File: config.mk
export PLATFORM = sky130hd
export DESIGN_NAME = quad_sram_port
export DESIGN_NICKNAME = d
export VERILOG_FILES = /design/src/inc/sram_port_pkg.sv /design/src/verilog/quad_sram_port.sv
export SDC_FILE = /design/constraint.sdc
export NUM_CORES = 2
export LEC_CHECK = 0
export BUFFER_PORTS_ARGS = -buffer_cell sky130_fd_sc_hd__buf_2
export CORE_MARGIN = 8
export CORE_UTILIZATION = 27
export CTS_CLUSTER_DIAMETER = 50
export CTS_CLUSTER_SIZE = 40
export DETAILED_ROUTE_END_ITERATION = 10
export GPL_ROUTABILITY_DRIVEN = 0
export PLACE_DENSITY_LB_ADDON = 0.08
export SKIP_LAST_GASP = 1
export SYNTH_ARGS = -nofsm -noshare
export SYNTH_HDL_FRONTEND = slang
export SYNTH_HIERARCHICAL = 1
export SYNTH_SLANG_ARGS = --single-unit
File: constraint.sdc
create_clock -name ref_clk -period 5.8 [get_ports ref_clk]
set_input_delay 1.16 -clock ref_clk [delete_from_list [all_inputs] [get_ports ref_clk]]
set_output_delay 1.16 -clock ref_clk [all_outputs]
set_load 0.05 [all_outputs]
File: src/inc/sram_port_pkg.sv
package sram_port_pkg;

  // data width of the widest organisation, address width of the narrowest
  localparam int DATA_W = 36;
  localparam int ADDR_W = 21;
  localparam int ADDR_W_X8 = 21;
  localparam int ADDR_W_X9 = 21;
  localparam int ADDR_W_X18 = 20;
  localparam int ADDR_W_X36 = 19;
  localparam int ARRAY_COUNT = 4;

  // write lanes
  localparam int BYTE_LANES = 4;
  localparam int LANE_W = 9;
  localparam int NIBBLE_LANES = 2;
  localparam int NIBBLE_W = 4;

  // burst and storage
  localparam int BURST_LEN = 4;
  localparam int BEAT_IDX_W = 2;
  localparam int MEM_IDX_W = 4;
  localparam int MEM_WORDS = 16;
  localparam int GRP_W = MEM_IDX_W - BEAT_IDX_W;
  localparam int FIFO_DEPTH = 4;

  // beat phase: one input clock cycle is four ref_clk cycles
  localparam logic [1:0] PH_RESET = 2'h0;
  localparam logic [1:0] PH_STEP = 2'h1;
  localparam logic [1:0] PH_K_SAMPLE = 2'h1;
  localparam logic [1:0] PH_KN_SAMPLE = 2'h3;

  // read latency in input clock cycles
  localparam logic [1:0] LAT_PLL = 2'h2;
  localparam logic [1:0] LAT_LEGACY = 2'h1;
  localparam logic [1:0] LAT_LAST = 2'h1;

  // clock figures
  localparam int CLK_PERIOD_NS = 100;
  localparam int LEGACY_MAX_MHZ = 167;

  // reset values
  localparam logic ECHO_RESET = 1'h1;
  localparam logic [DATA_W-1:0] DATA_RESET = 36'h0;

  typedef struct packed {
    logic org_x8;
    logic pll_disable_n;
    logic write_port_sel_n;
    logic read_port_sel_n;
    logic [ADDR_W-1:0] addr;
    logic [DATA_W-1:0] wdata;
    logic [BYTE_LANES-1:0] byte_write_sel_n;
    logic [NIBBLE_LANES-1:0] nibble_write_sel_n;
  } pin_in_s;

  typedef struct packed {
    logic [MEM_IDX_W-1:0] idx;
    logic [DATA_W-1:0] mask;
    logic [DATA_W-1:0] data;
  } wr_beat_s;

  typedef enum logic [1:0] {
    RD_IDLE = 2'h0,
    RD_WAIT = 2'h1,
    RD_BURST = 2'h3
  } rd_state_e;

  typedef enum logic {
    WR_IDLE = 1'h0,
    WR_BURST = 1'h1
  } wr_state_e;

endpackage

File: src/verilog/quad_sram_port.sv
`timescale 1ns/1ps
`default_nettype none

module beat_fifo #(
  parameter int WIDTH = 8,
  parameter int DEPTH = 4
) (
  // clock and reset
  input wire logic clk,
  input wire logic rst,
  // fill side
  input wire logic [WIDTH-1:0] in_data,
  input wire logic in_valid,
  output logic in_ready,
  // drain side
  output logic [WIDTH-1:0] out_data,
  output logic out_valid,
  input wire logic out_ready,
  // state
  output logic empty
);

  localparam int PTR_W = $clog2(DEPTH);
  localparam int CNT_W = $clog2(DEPTH + 1);
  localparam logic [CNT_W-1:0] CNT_FULL = CNT_W'(DEPTH);
  localparam logic [PTR_W-1:0] PTR_LAST = PTR_W'(DEPTH - 1);

  logic [WIDTH-1:0] store_reg [DEPTH];
  logic [PTR_W-1:0] wr_ptr_reg;
  logic [PTR_W-1:0] rd_ptr_reg;
  logic [CNT_W-1:0] count_reg;
  logic push;
  logic pop;

  assign in_ready = count_reg != CNT_FULL;
  assign out_valid = count_reg != '0;
  assign empty = count_reg == '0;
  assign out_data = store_reg[rd_ptr_reg];
  assign push = in_valid & in_ready;
  assign pop = out_valid & out_ready;

  always_ff @(posedge clk) begin
    if (push) begin
      store_reg[wr_ptr_reg] <= in_data;
    end
  end

  always_ff @(posedge clk) begin
    if (rst) begin
      wr_ptr_reg <= '0;
      rd_ptr_reg <= '0;
    end else begin
      if (push) begin
        wr_ptr_reg <= (wr_ptr_reg == PTR_LAST) ? '0 : wr_ptr_reg + PTR_W'(1);
      end
      if (pop) begin
        rd_ptr_reg <= (rd_ptr_reg == PTR_LAST) ? '0 : rd_ptr_reg + PTR_W'(1);
      end
    end
  end

  always_ff @(posedge clk) begin
    if (rst) begin
      count_reg <= '0;
    end else if (push && !pop) begin
      count_reg <= count_reg + CNT_W'(1);
    end else if (pop && !push) begin
      count_reg <= count_reg - CNT_W'(1);
    end
  end

endmodule

module quad_sram_port
  import sram_port_pkg::*;
(
  // clock and reset
  input wire logic ref_clk,
  input wire logic sys_rst,
  // controller pins
  input wire pin_in_s pin_in,
  // read data pins
  output logic [DATA_W-1:0] read_data_out,
  output logic read_data_oe,
  output logic read_valid_out,
  // echo clocks
  output logic echo_clk_out,
  output logic echo_clk_n_out
);

  localparam int PIN_W = $bits(pin_in_s);
  localparam int BEAT_W = $bits(wr_beat_s);

  // enable bits of the stored word that one write beat may change
  function automatic logic [DATA_W-1:0] write_mask(
    input logic x8,
    input logic [BYTE_LANES-1:0] byte_sel_n,
    input logic [NIBBLE_LANES-1:0] nib_sel_n
  );
    logic [DATA_W-1:0] m;
    m = '0;
    if (x8) begin
      for (int n = 0; n < NIBBLE_LANES; n++) begin
        m[n*NIBBLE_W +: NIBBLE_W] = {NIBBLE_W{~nib_sel_n[n]}};
      end
    end else begin
      for (int b = 0; b < BYTE_LANES; b++) begin
        m[b*LANE_W +: LANE_W] = {LANE_W{~byte_sel_n[b]}};
      end
    end
    return m;
  endfunction

  pin_in_s sync1_reg;
  pin_in_s sync2_reg;
  pin_in_s sync3_reg;
  pin_in_s pin_f_reg;
  logic [PIN_W-1:0] agree;

  logic [1:0] ph_reg;
  logic [1:0] ph_next;
  logic k_beat;
  logic kn_beat;
  logic any_beat;

  wr_state_e wr_state_reg;
  logic [BEAT_IDX_W-1:0] wr_beat_reg;
  logic [GRP_W-1:0] wr_grp_reg;
  logic wr_start;
  wr_beat_s push_beat;
  wr_beat_s pop_beat;
  logic fifo_in_valid;
  logic fifo_in_ready;
  logic fifo_out_valid;
  logic fifo_out_ready;
  logic fifo_empty;
  logic [BEAT_W-1:0] pop_bits;
  logic pop;

  rd_state_e rd_state_reg;
  logic [1:0] rd_wait_reg;
  logic [BEAT_IDX_W-1:0] rd_beat_reg;
  logic [GRP_W-1:0] rd_grp_reg;
  logic rd_load;
  logic rd_end;
  logic [MEM_IDX_W-1:0] rd_idx;

  logic [DATA_W-1:0] mem_reg [MEM_WORDS];

  // pins: three stages, a bit moves on once stages two and three agree
  assign agree = ~(sync2_reg ^ sync3_reg);

  always_ff @(posedge ref_clk) begin
    if (sys_rst) begin
      sync1_reg <= '1;
      sync2_reg <= '1;
      sync3_reg <= '1;
      pin_f_reg <= '1;
    end else begin
      sync1_reg <= pin_in;
      sync2_reg <= sync1_reg;
      sync3_reg <= sync2_reg;
      pin_f_reg <= pin_in_s'((sync3_reg & agree) | (pin_f_reg & ~agree));
    end
  end

  // beat phase: 0-1 true clock half, 2-3 complementary half
  assign ph_next = ph_reg + PH_STEP;
  assign k_beat = ph_reg == PH_K_SAMPLE;
  assign kn_beat = ph_reg == PH_KN_SAMPLE;
  assign any_beat = k_beat | kn_beat;

  always_ff @(posedge ref_clk) begin
    if (sys_rst) begin
      ph_reg <= PH_RESET;
    end else begin
      ph_reg <= ph_next;
    end
  end

  always_ff @(posedge ref_clk) begin
    if (sys_rst) begin
      echo_clk_out <= ECHO_RESET;
      echo_clk_n_out <= ~ECHO_RESET;
    end else begin
      echo_clk_out <= ~ph_next[1];
      echo_clk_n_out <= ph_next[1];
    end
  end

  // write port: command at a true beat carries word 0, three beats follow
  assign wr_start = (wr_state_reg == WR_IDLE) && k_beat && !pin_f_reg.write_port_sel_n
                    && fifo_empty && fifo_in_ready;
  assign fifo_in_valid = wr_start || ((wr_state_reg == WR_BURST) && any_beat);

  always_comb begin
    push_beat.data = pin_f_reg.wdata;
    push_beat.mask = write_mask(pin_f_reg.org_x8, pin_f_reg.byte_write_sel_n,
                                pin_f_reg.nibble_write_sel_n);
    if (wr_start) begin
      push_beat.idx = {pin_f_reg.addr[GRP_W-1:0], BEAT_IDX_W'(0)};
    end else begin
      push_beat.idx = {wr_grp_reg, wr_beat_reg};
    end
  end

  always_ff @(posedge ref_clk) begin
    if (sys_rst) begin
      wr_state_reg <= WR_IDLE;
      wr_beat_reg <= '0;
      wr_grp_reg <= '0;
    end else begin
      case (wr_state_reg)
        WR_IDLE: begin
          if (wr_start) begin
            wr_grp_reg <= pin_f_reg.addr[GRP_W-1:0];
            wr_beat_reg <= BEAT_IDX_W'(1);
            wr_state_reg <= WR_BURST;
          end
        end
        WR_BURST: begin
          if (any_beat) begin
            wr_beat_reg <= wr_beat_reg + BEAT_IDX_W'(1);
            if (wr_beat_reg == BEAT_IDX_W'(BURST_LEN - 1)) begin
              wr_state_reg <= WR_IDLE;
            end
          end
        end
        default: begin
          wr_state_reg <= WR_IDLE;
        end
      endcase
    end
  end

  beat_fifo #(
    .WIDTH(BEAT_W),
    .DEPTH(FIFO_DEPTH)
  ) u_beat_fifo (
    .clk(ref_clk),
    .rst(sys_rst),
    .in_data(push_beat),
    .in_valid(fifo_in_valid),
    .in_ready(fifo_in_ready),
    .out_data(pop_bits),
    .out_valid(fifo_out_valid),
    .out_ready(fifo_out_ready),
    .empty(fifo_empty)
  );

  // array write yields to a read access in the same cycle
  assign pop_beat = wr_beat_s'(pop_bits);
  assign fifo_out_ready = !rd_load;
  assign pop = fifo_out_valid && fifo_out_ready;

  genvar w;
  generate
    for (w = 0; w < MEM_WORDS; w++) begin : g_word
      always_ff @(posedge ref_clk) begin
        if (sys_rst) begin
          mem_reg[w] <= DATA_RESET;
        end else if (pop && (pop_beat.idx == MEM_IDX_W'(w))) begin
          mem_reg[w] <= (mem_reg[w] & ~pop_beat.mask) | (pop_beat.data & pop_beat.mask);
        end
      end
    end
  endgenerate

  // read port
  assign rd_idx = {rd_grp_reg, rd_beat_reg};
  assign rd_load = ((rd_state_reg == RD_WAIT) && kn_beat && (rd_wait_reg == LAT_LAST))
                   || ((rd_state_reg == RD_BURST) && any_beat && (rd_beat_reg != '0));
  assign rd_end = (rd_state_reg == RD_BURST) && any_beat && (rd_beat_reg == '0);

  always_ff @(posedge ref_clk) begin
    if (sys_rst) begin
      rd_state_reg <= RD_IDLE;
      rd_wait_reg <= '0;
      rd_beat_reg <= '0;
      rd_grp_reg <= '0;
    end else begin
      case (rd_state_reg)
        RD_IDLE: begin
          if (k_beat && !pin_f_reg.read_port_sel_n) begin
            rd_grp_reg <= pin_f_reg.addr[GRP_W-1:0];
            rd_wait_reg <= pin_f_reg.pll_disable_n ? LAT_PLL : LAT_LEGACY;
            rd_beat_reg <= '0;
            rd_state_reg <= RD_WAIT;
          end
        end
        RD_WAIT: begin
          if (rd_load) begin
            rd_beat_reg <= rd_beat_reg + BEAT_IDX_W'(1);
            rd_state_reg <= RD_BURST;
          end else if (kn_beat) begin
            rd_wait_reg <= rd_wait_reg - 2'h1;
          end
        end
        RD_BURST: begin
          if (rd_load) begin
            rd_beat_reg <= rd_beat_reg + BEAT_IDX_W'(1);
          end else if (rd_end) begin
            rd_state_reg <= RD_IDLE;
          end
        end
        default: begin
          rd_state_reg <= RD_IDLE;
        end
      endcase
    end
  end

  // drivers and valid move together on echo clock edges
  always_ff @(posedge ref_clk) begin
    if (sys_rst) begin
      read_data_out <= DATA_RESET;
      read_data_oe <= 1'b0;
      read_valid_out <= 1'b0;
    end else if (rd_load) begin
      read_data_out <= mem_reg[rd_idx];
      read_data_oe <= 1'b1;
      read_valid_out <= 1'b1;
    end else if (rd_end) begin
      read_data_oe <= 1'b0;
      read_valid_out <= 1'b0;
    end
  end

endmodule

`default_nettype wire

Word-level counts from Yosys, hierarchy flattened
Memory sizes are Yosys's and may differ from the RTL's. A register that Yosys moved wholly into a read port is not among the register bits. Cells that the tools add are included.

Register bits: 293. Bits in writable memories: 880. Bits of input ports: 69. Output and inout port bits: 40. Logic and storage cells: 309. Memories kept: 2.

Add/sub/neg operators: 8. Eq/ne operators: 33. Muxes and demuxes: 99. Bitwise logic cells: 67. Reduce and logical (&&, ||, !) cells: 54.

Memories: mem_reg (depth 16, width 36, rd ports 17, clocked after Yosys merged registers in 1, wr ports 16, line quad_sram_port.sv:148) `logic [DATA_W-1:0] mem_reg [MEM_WORDS];`; u_beat_fifo.store_reg (depth 4, width 76, rd ports 1, clocked after Yosys merged registers in 1, wr ports 1, line quad_sram_port.sv:28) `logic [WIDTH-1:0] store_reg [DEPTH];`.

Operators by type and width (count): AND 36 bit (17); two-way mux 36 bit (16); bitwise OR 36 bit (16); AND 67 bit (2); inverter 67 bit (2); bitwise OR 67 bit (1); XOR 67 bit (1); two-way mux 1 bit (57); inverter 36 bit (1); == test 4 bit, second input constant (8); two-way mux 2 bit (16); logical AND 1 bit (30); two-way mux 28 bit (1); bitwise OR 1 bit (17); == test 4 x 3 -> 1 bit, second input constant (4); inequality test 2 bit, second input constant (8); case mux 2 bit (2 select lines) (3); adder 2 x 1 -> 2 bit, second input constant (5); == test 2 bit, second input constant (5); nonzero test 2 bit (5); == test 4 x 2 -> 1 bit, second input constant (2); two-way mux 8 bit (1); inverter 1 bit (8); AND reduction 4 bit (2); 21 further kinds (33).

Logic depth before layout (Yosys ltp)
Depth in word-level cells: 12. Mapped depth: 17. Mapped depth without buffers: 13.

Cells and area by module
The synthesis kept the hierarchy.

By module, submodules not included: quad_sram_port (instances 1, cells an instance 3099, area each 37031.8 um^2, seq. area each 22201.3 um^2); beat_fifo (instances 1, cells an instance 446, area each 11448.5 um^2, seq. area each 9308.9 um^2).

Worst setup path before layout
No wires, ideal clock.

Kind: reg-to-reg. Start point: reg rd_beat_reg[1]. End point: reg u_beat_fifo.count_reg[2]. Setup time: 70 ps. Data arrival time: 3320 ps. Data required time: 5730 ps. Path slack: 2410 ps. Stages on the path, launching flop included: 18. Path buffers: 5. Period minus slack after synthesis: 3390 ps. Cell sequence: dfxtp_1 > buf_4 > buf_2 > buf_2 > inv_1 > ha_1 > o22a_1 > buf_4 > nor2_1 > buf_2 > inv_1 > o31ai_1 > ha_1 > inv_1 > fa_1 > xor2_1 > or3_2 > a21oi_1.

Word-level cells in the longest chain between the ends: 8. Elaborated cells between the ends (all ways): 10. Classes of those cells: mux (1); bitwise (1); reduce/logical (8).

RTL lines: start, declared (line quad_sram_port.sv:142) `logic [BEAT_IDX_W-1:0] rd_beat_reg;`; start signal, assigned (line quad_sram_port.sv:293) `rd_beat_reg <= rd_beat_reg + BEAT_IDX_W'(1);`; start signal, assigned (line quad_sram_port.sv:301) `rd_beat_reg <= rd_beat_reg + BEAT_IDX_W'(1);`; nonzero test 2 bit (*) (line quad_sram_port.sv:272) `|| ((rd_state_reg == RD_BURST) && any_beat && (rd_beat_reg != '0));`; logical AND 1 bit (*) (line quad_sram_port.sv:272); logical OR 1 bit (*) (line quad_sram_port.sv:272); zero test 1 bit (*) (line quad_sram_port.sv:253) `assign fifo_out_ready = !rd_load;`; via fifo_out_ready (line quad_sram_port.sv:135) `logic fifo_out_ready;`; AND 1 bit (*) (line quad_sram_port.sv:40) `assign pop = out_valid & out_ready;`; zero test 1 bit (line quad_sram_port.sv:65) `end else if (push && !pop) begin`; logical AND 1 bit (line quad_sram_port.sv:65); two-way mux 3 bit / nonzero test 2 bit (equally long branches); end signal, assigned (line quad_sram_port.sv:66) `count_reg <= count_reg + CNT_W'(1);`; end signal, assigned (line quad_sram_port.sv:68) `count_reg <= count_reg - CNT_W'(1);`; end, declared (line quad_sram_port.sv:31) `logic [CNT_W-1:0] count_reg;`.

The timed path passes the listed nets; every way through them passes the cells marked *. A chain may end at the register's enable or synchronous reset.

==> impl_metrics.py <==
metrics = {
    "detailed_routing": {
        "first_pass_iters": 5,
        "drcViolationCount": 0,
        "drtIter0Drc": 2292,
        "post_drt_wl_per_cell_um": 25.7,
        "totalWireLength_um": 157000,
        "ant_nets": 0,
        "vias": 29200,
        "vias_per_cell": 4.79,
    },
    "place": {
        "io_buffers": 89,
        "dp_hpwl_um": 89000,
        "dp_slack_ps": 1860,
        "place_inst": 5808,
    },
    "timing": {
        "setup_violations": 0,
        "setup_slack_ps": 1990,
        "finalHoldViolCount": 0,
        "post-route-min-period_ps": 3810,
        "fmax_ghz": 0.263,
        "period_share_pct": 65.7,
        "clock_skew_ps": 27.2,
        "rsz0062_at_grt": "false",
        "relSlewSlack_pct": 24.4,
        "fin_hold_ws_ps": 407,
        "slew_violations": 0,
        "fin_setup_tns_ps": 0,
        "tightestPinTransition_ps": 1130,
    },
    "floorplanning": {
        "die_y_um": 440,
        "io_pins": 109,
        "dieArea_um2": 193000,
        "die_x_um": 440,
        "core.rowCount": 155,
        "start_util_pct": 27.2,
        "core_um2": 178000,
    },
    "logic_synthesis": {
        "ys_seq_area_share_pct": 65.0,
        "synth_area_leader_cell": "edfxtp_1",
        "netlist_instances": 3545,
        "synth_top_area_share_pct": 54.5,
        "synth.cell_area_um2": 48500,
        "ys.flop_type": "edfxtp_1",
        "yosys_warnings": 6,
        "synth_fp_nets": 3626,
        "synth_enable_flop_cells": 880,
        "synth_seq_cells": 1134,
        "synthArstFlopShare_pct": 0,
        "syn_area_per_cell_um2": 13.7,
        "synth_cell_types": 57,
        "ys_top_cells_by_area": "edfxtp_1 55%, dfxtp_1 10%, nand2b_1 7.5%",
    },
    "finish": {
        "multi_input_area_um2": 15800,
        "seq_area_um2": 31500,
        "nets": 3690,
        "drive_gt1_share_pct": 21.1,
        "fillers": 17800,
        "fin_cells": 6095,
        "syn_to_final_growth_pct": 17.6,
        "largest_register_ffs": 576,
    },
    "global_route": {
        "globalRouteOverflowTotal": 0,
        "grt_first_pass_wirelength_um": 223000,
        "antenna_found_initial": 8,
        "track_usage_pct": 15.9,
        "grt_pass1_vias": 29800,
        "grt_max_degree": 98,
    },
    "worst_setup_path": {
        "startpoint_type": "flip-flop",
        "r2r_slack_ps": 1990,
        "cp.arrival_ps": 4210,
        "cp.required_ps": 6200,
        "cp-end-kind": "flip-flop",
        "worstPathMaxFanout": 32,
        "reg2regPathDepth": 5,
        "worstSetupPathType": "reg2reg",
        "worstSetupEndpoint": "mem_reg[9][13]",
        "r2r_end": "mem_reg[9][13]",
    },
    "clock_network": {
        "post_cts_buffers": 0,
        "clk_latency_ps": 780,
        "cts-root-buf": "clkbuf_16",
        "clockBufferDepth": 3,
        "cts_resized": 0,
        "cts_buffers": 154,
        "clkTransAtPathRegs_ps": 60,
        "cts_tree": "yes",
        "ctsHoldBuffers": 0,
        "htree_levels": 4,
        "cts.sinks": 1134,
    },
    "outcome": {
        "status": "complete, no violations",
    },
    "job": {
        "cap_violations": 0,
    },
    "power_and_ir_drop": {
        "power_density_nw_per_um2": 405,
        "p_leak_nw": 17.7,
        "fin_total_pwr_mw": 23.1,
        "peakVddDrop_v": 0.000305,
    },
    "hold_path": {
        "hold_path_class": "reg2reg",
    },
}
[power by group]
part / switching, mW / total, mW / internal, mW
Sequential: 0.276 / 9.50 / 9.23
Clock: 3.93 / 10.3 / 6.37
Combinational: 2.25 / 3.29 / 1.04
Total: 6.46 / 23.1 / 16.6
[placed cells by master, fill, tap and decap left out, drive strengths merged, types with 2 or more instances in the layout]
master	count
a211oi	38
a21boi	4
a21o	15
a21oi	671
a311oi	36
a31o	4
and2	5
and3	6
buf	160
bufinv	28
clkbuf	178
clkinv	36
clkinvlp	11
dfxtp	254
diode	2
edfxtp	880
ha	11
inv	46
mux2	3
mux2i	149
mux4	148
nand2	70
nand2b	579
nand3	14
nand3b	4
nor2	66
nor2b	8
nor3	2
o211ai	16
o21ai	55
o22ai	73
o31ai	2
or2	146
or3	4
or3b	4
xor2	2
[cells in the mapped netlist, types with 2 or more instances]
master / number
a311oi_1: 34
xor2_1: 2
and2_1: 4
a211oi_1: 38
nor2b_1: 8
o211ai_4: 8
buf_2: 68
nand3_1: 14
a21boi_0: 4
dfxtp_1: 254
inv_1: 13
clkbuf_1: 132
buf_1: 4
mux2i_1: 149
mux4_2: 148
or3_2: 2
buf_4: 39
ha_1: 11
edfxtp_1: 880
mux2_2: 3
a311oi_2: 2
or2_2: 146
buf_6: 9
a21oi_1: 671
o211ai_2: 8
or3b_1: 2
and3_1: 2
or3_1: 2
nor2_1: 66
and3_2: 4
a31o_2: 4
nand3b_1: 4
nand2_1: 70
o21ai_0: 54
a21o_1: 15
nand2b_1: 579
o22ai_1: 72
[kinds of logic after synthesis]
family,share of synthesized area [%]
fa+ha+maj,0.325
flops,65.0
xor+xnor,0.0361
simple gates,11.2
mux,10.0
buf+inv,2.68
compound gates,10.8
[area by class of cell]
type / instances / area share, %
tap: 2355 / 5.17
antenna: 2 / 0.00878
multi-input combinational: 2145 / 27.8
sequential: 1134 / 55.3
inverter: 13 / 0.0856
clock buffer: 177 / 7.13
clock inverter: 108 / 2.60
timing repair buffer: 161 / 1.96
[worst min path at each step]
stage | end | cells after the start | slack [ps] | from
after global placement | sync2_reg[33] | 1 | 400 | sync1_reg[33]
after global routing | sync2_reg[39] | 1 | 420 | sync1_reg[39]
after CTS | sync2_reg[11] | 1 | 410 | sync1_reg[11]
final | sync2_reg[9] | 1 | 410 | sync1_reg[9]
after detailed placement | sync2_reg[11] | 1 | 390 | sync1_reg[11]
after floorplan | sync2_reg[0] | 1 | 390 | sync1_reg[0]
[worst max-delay path: stages, from the launching register on]
cell and delay [ps]:
dfxtp_4 690, mux4_2 440, and3b_1 550, a21boi_0 580, a21o_2 600, buf_4 540
[routing by layer]
metal / routed length, um / up-vias / share of wire (%) / global-route usage, %
li1: - / 13400 / - / -
met1: 73000 / 14900 / 47 / 21.9
met2: 72400 / 699 / 46 / 25.5
met3: 7270 / 202 / 4.6 / 2.72
met4: 3970 / 0 / 2.5 / 4.61
met5: 0 / - / 0 / 0
[metrics by stage]
step / area (um^2) / util [%]
floorplan: 48500 / -
global placement: 51500 / 28.8
detailed placement: 51500 / 28.8
CTS: 57000 / 32.0
global route: 57000 / 32.0
finish: 57000 / 32.0
Note: power is estimated with default switching activity, not from simulation.
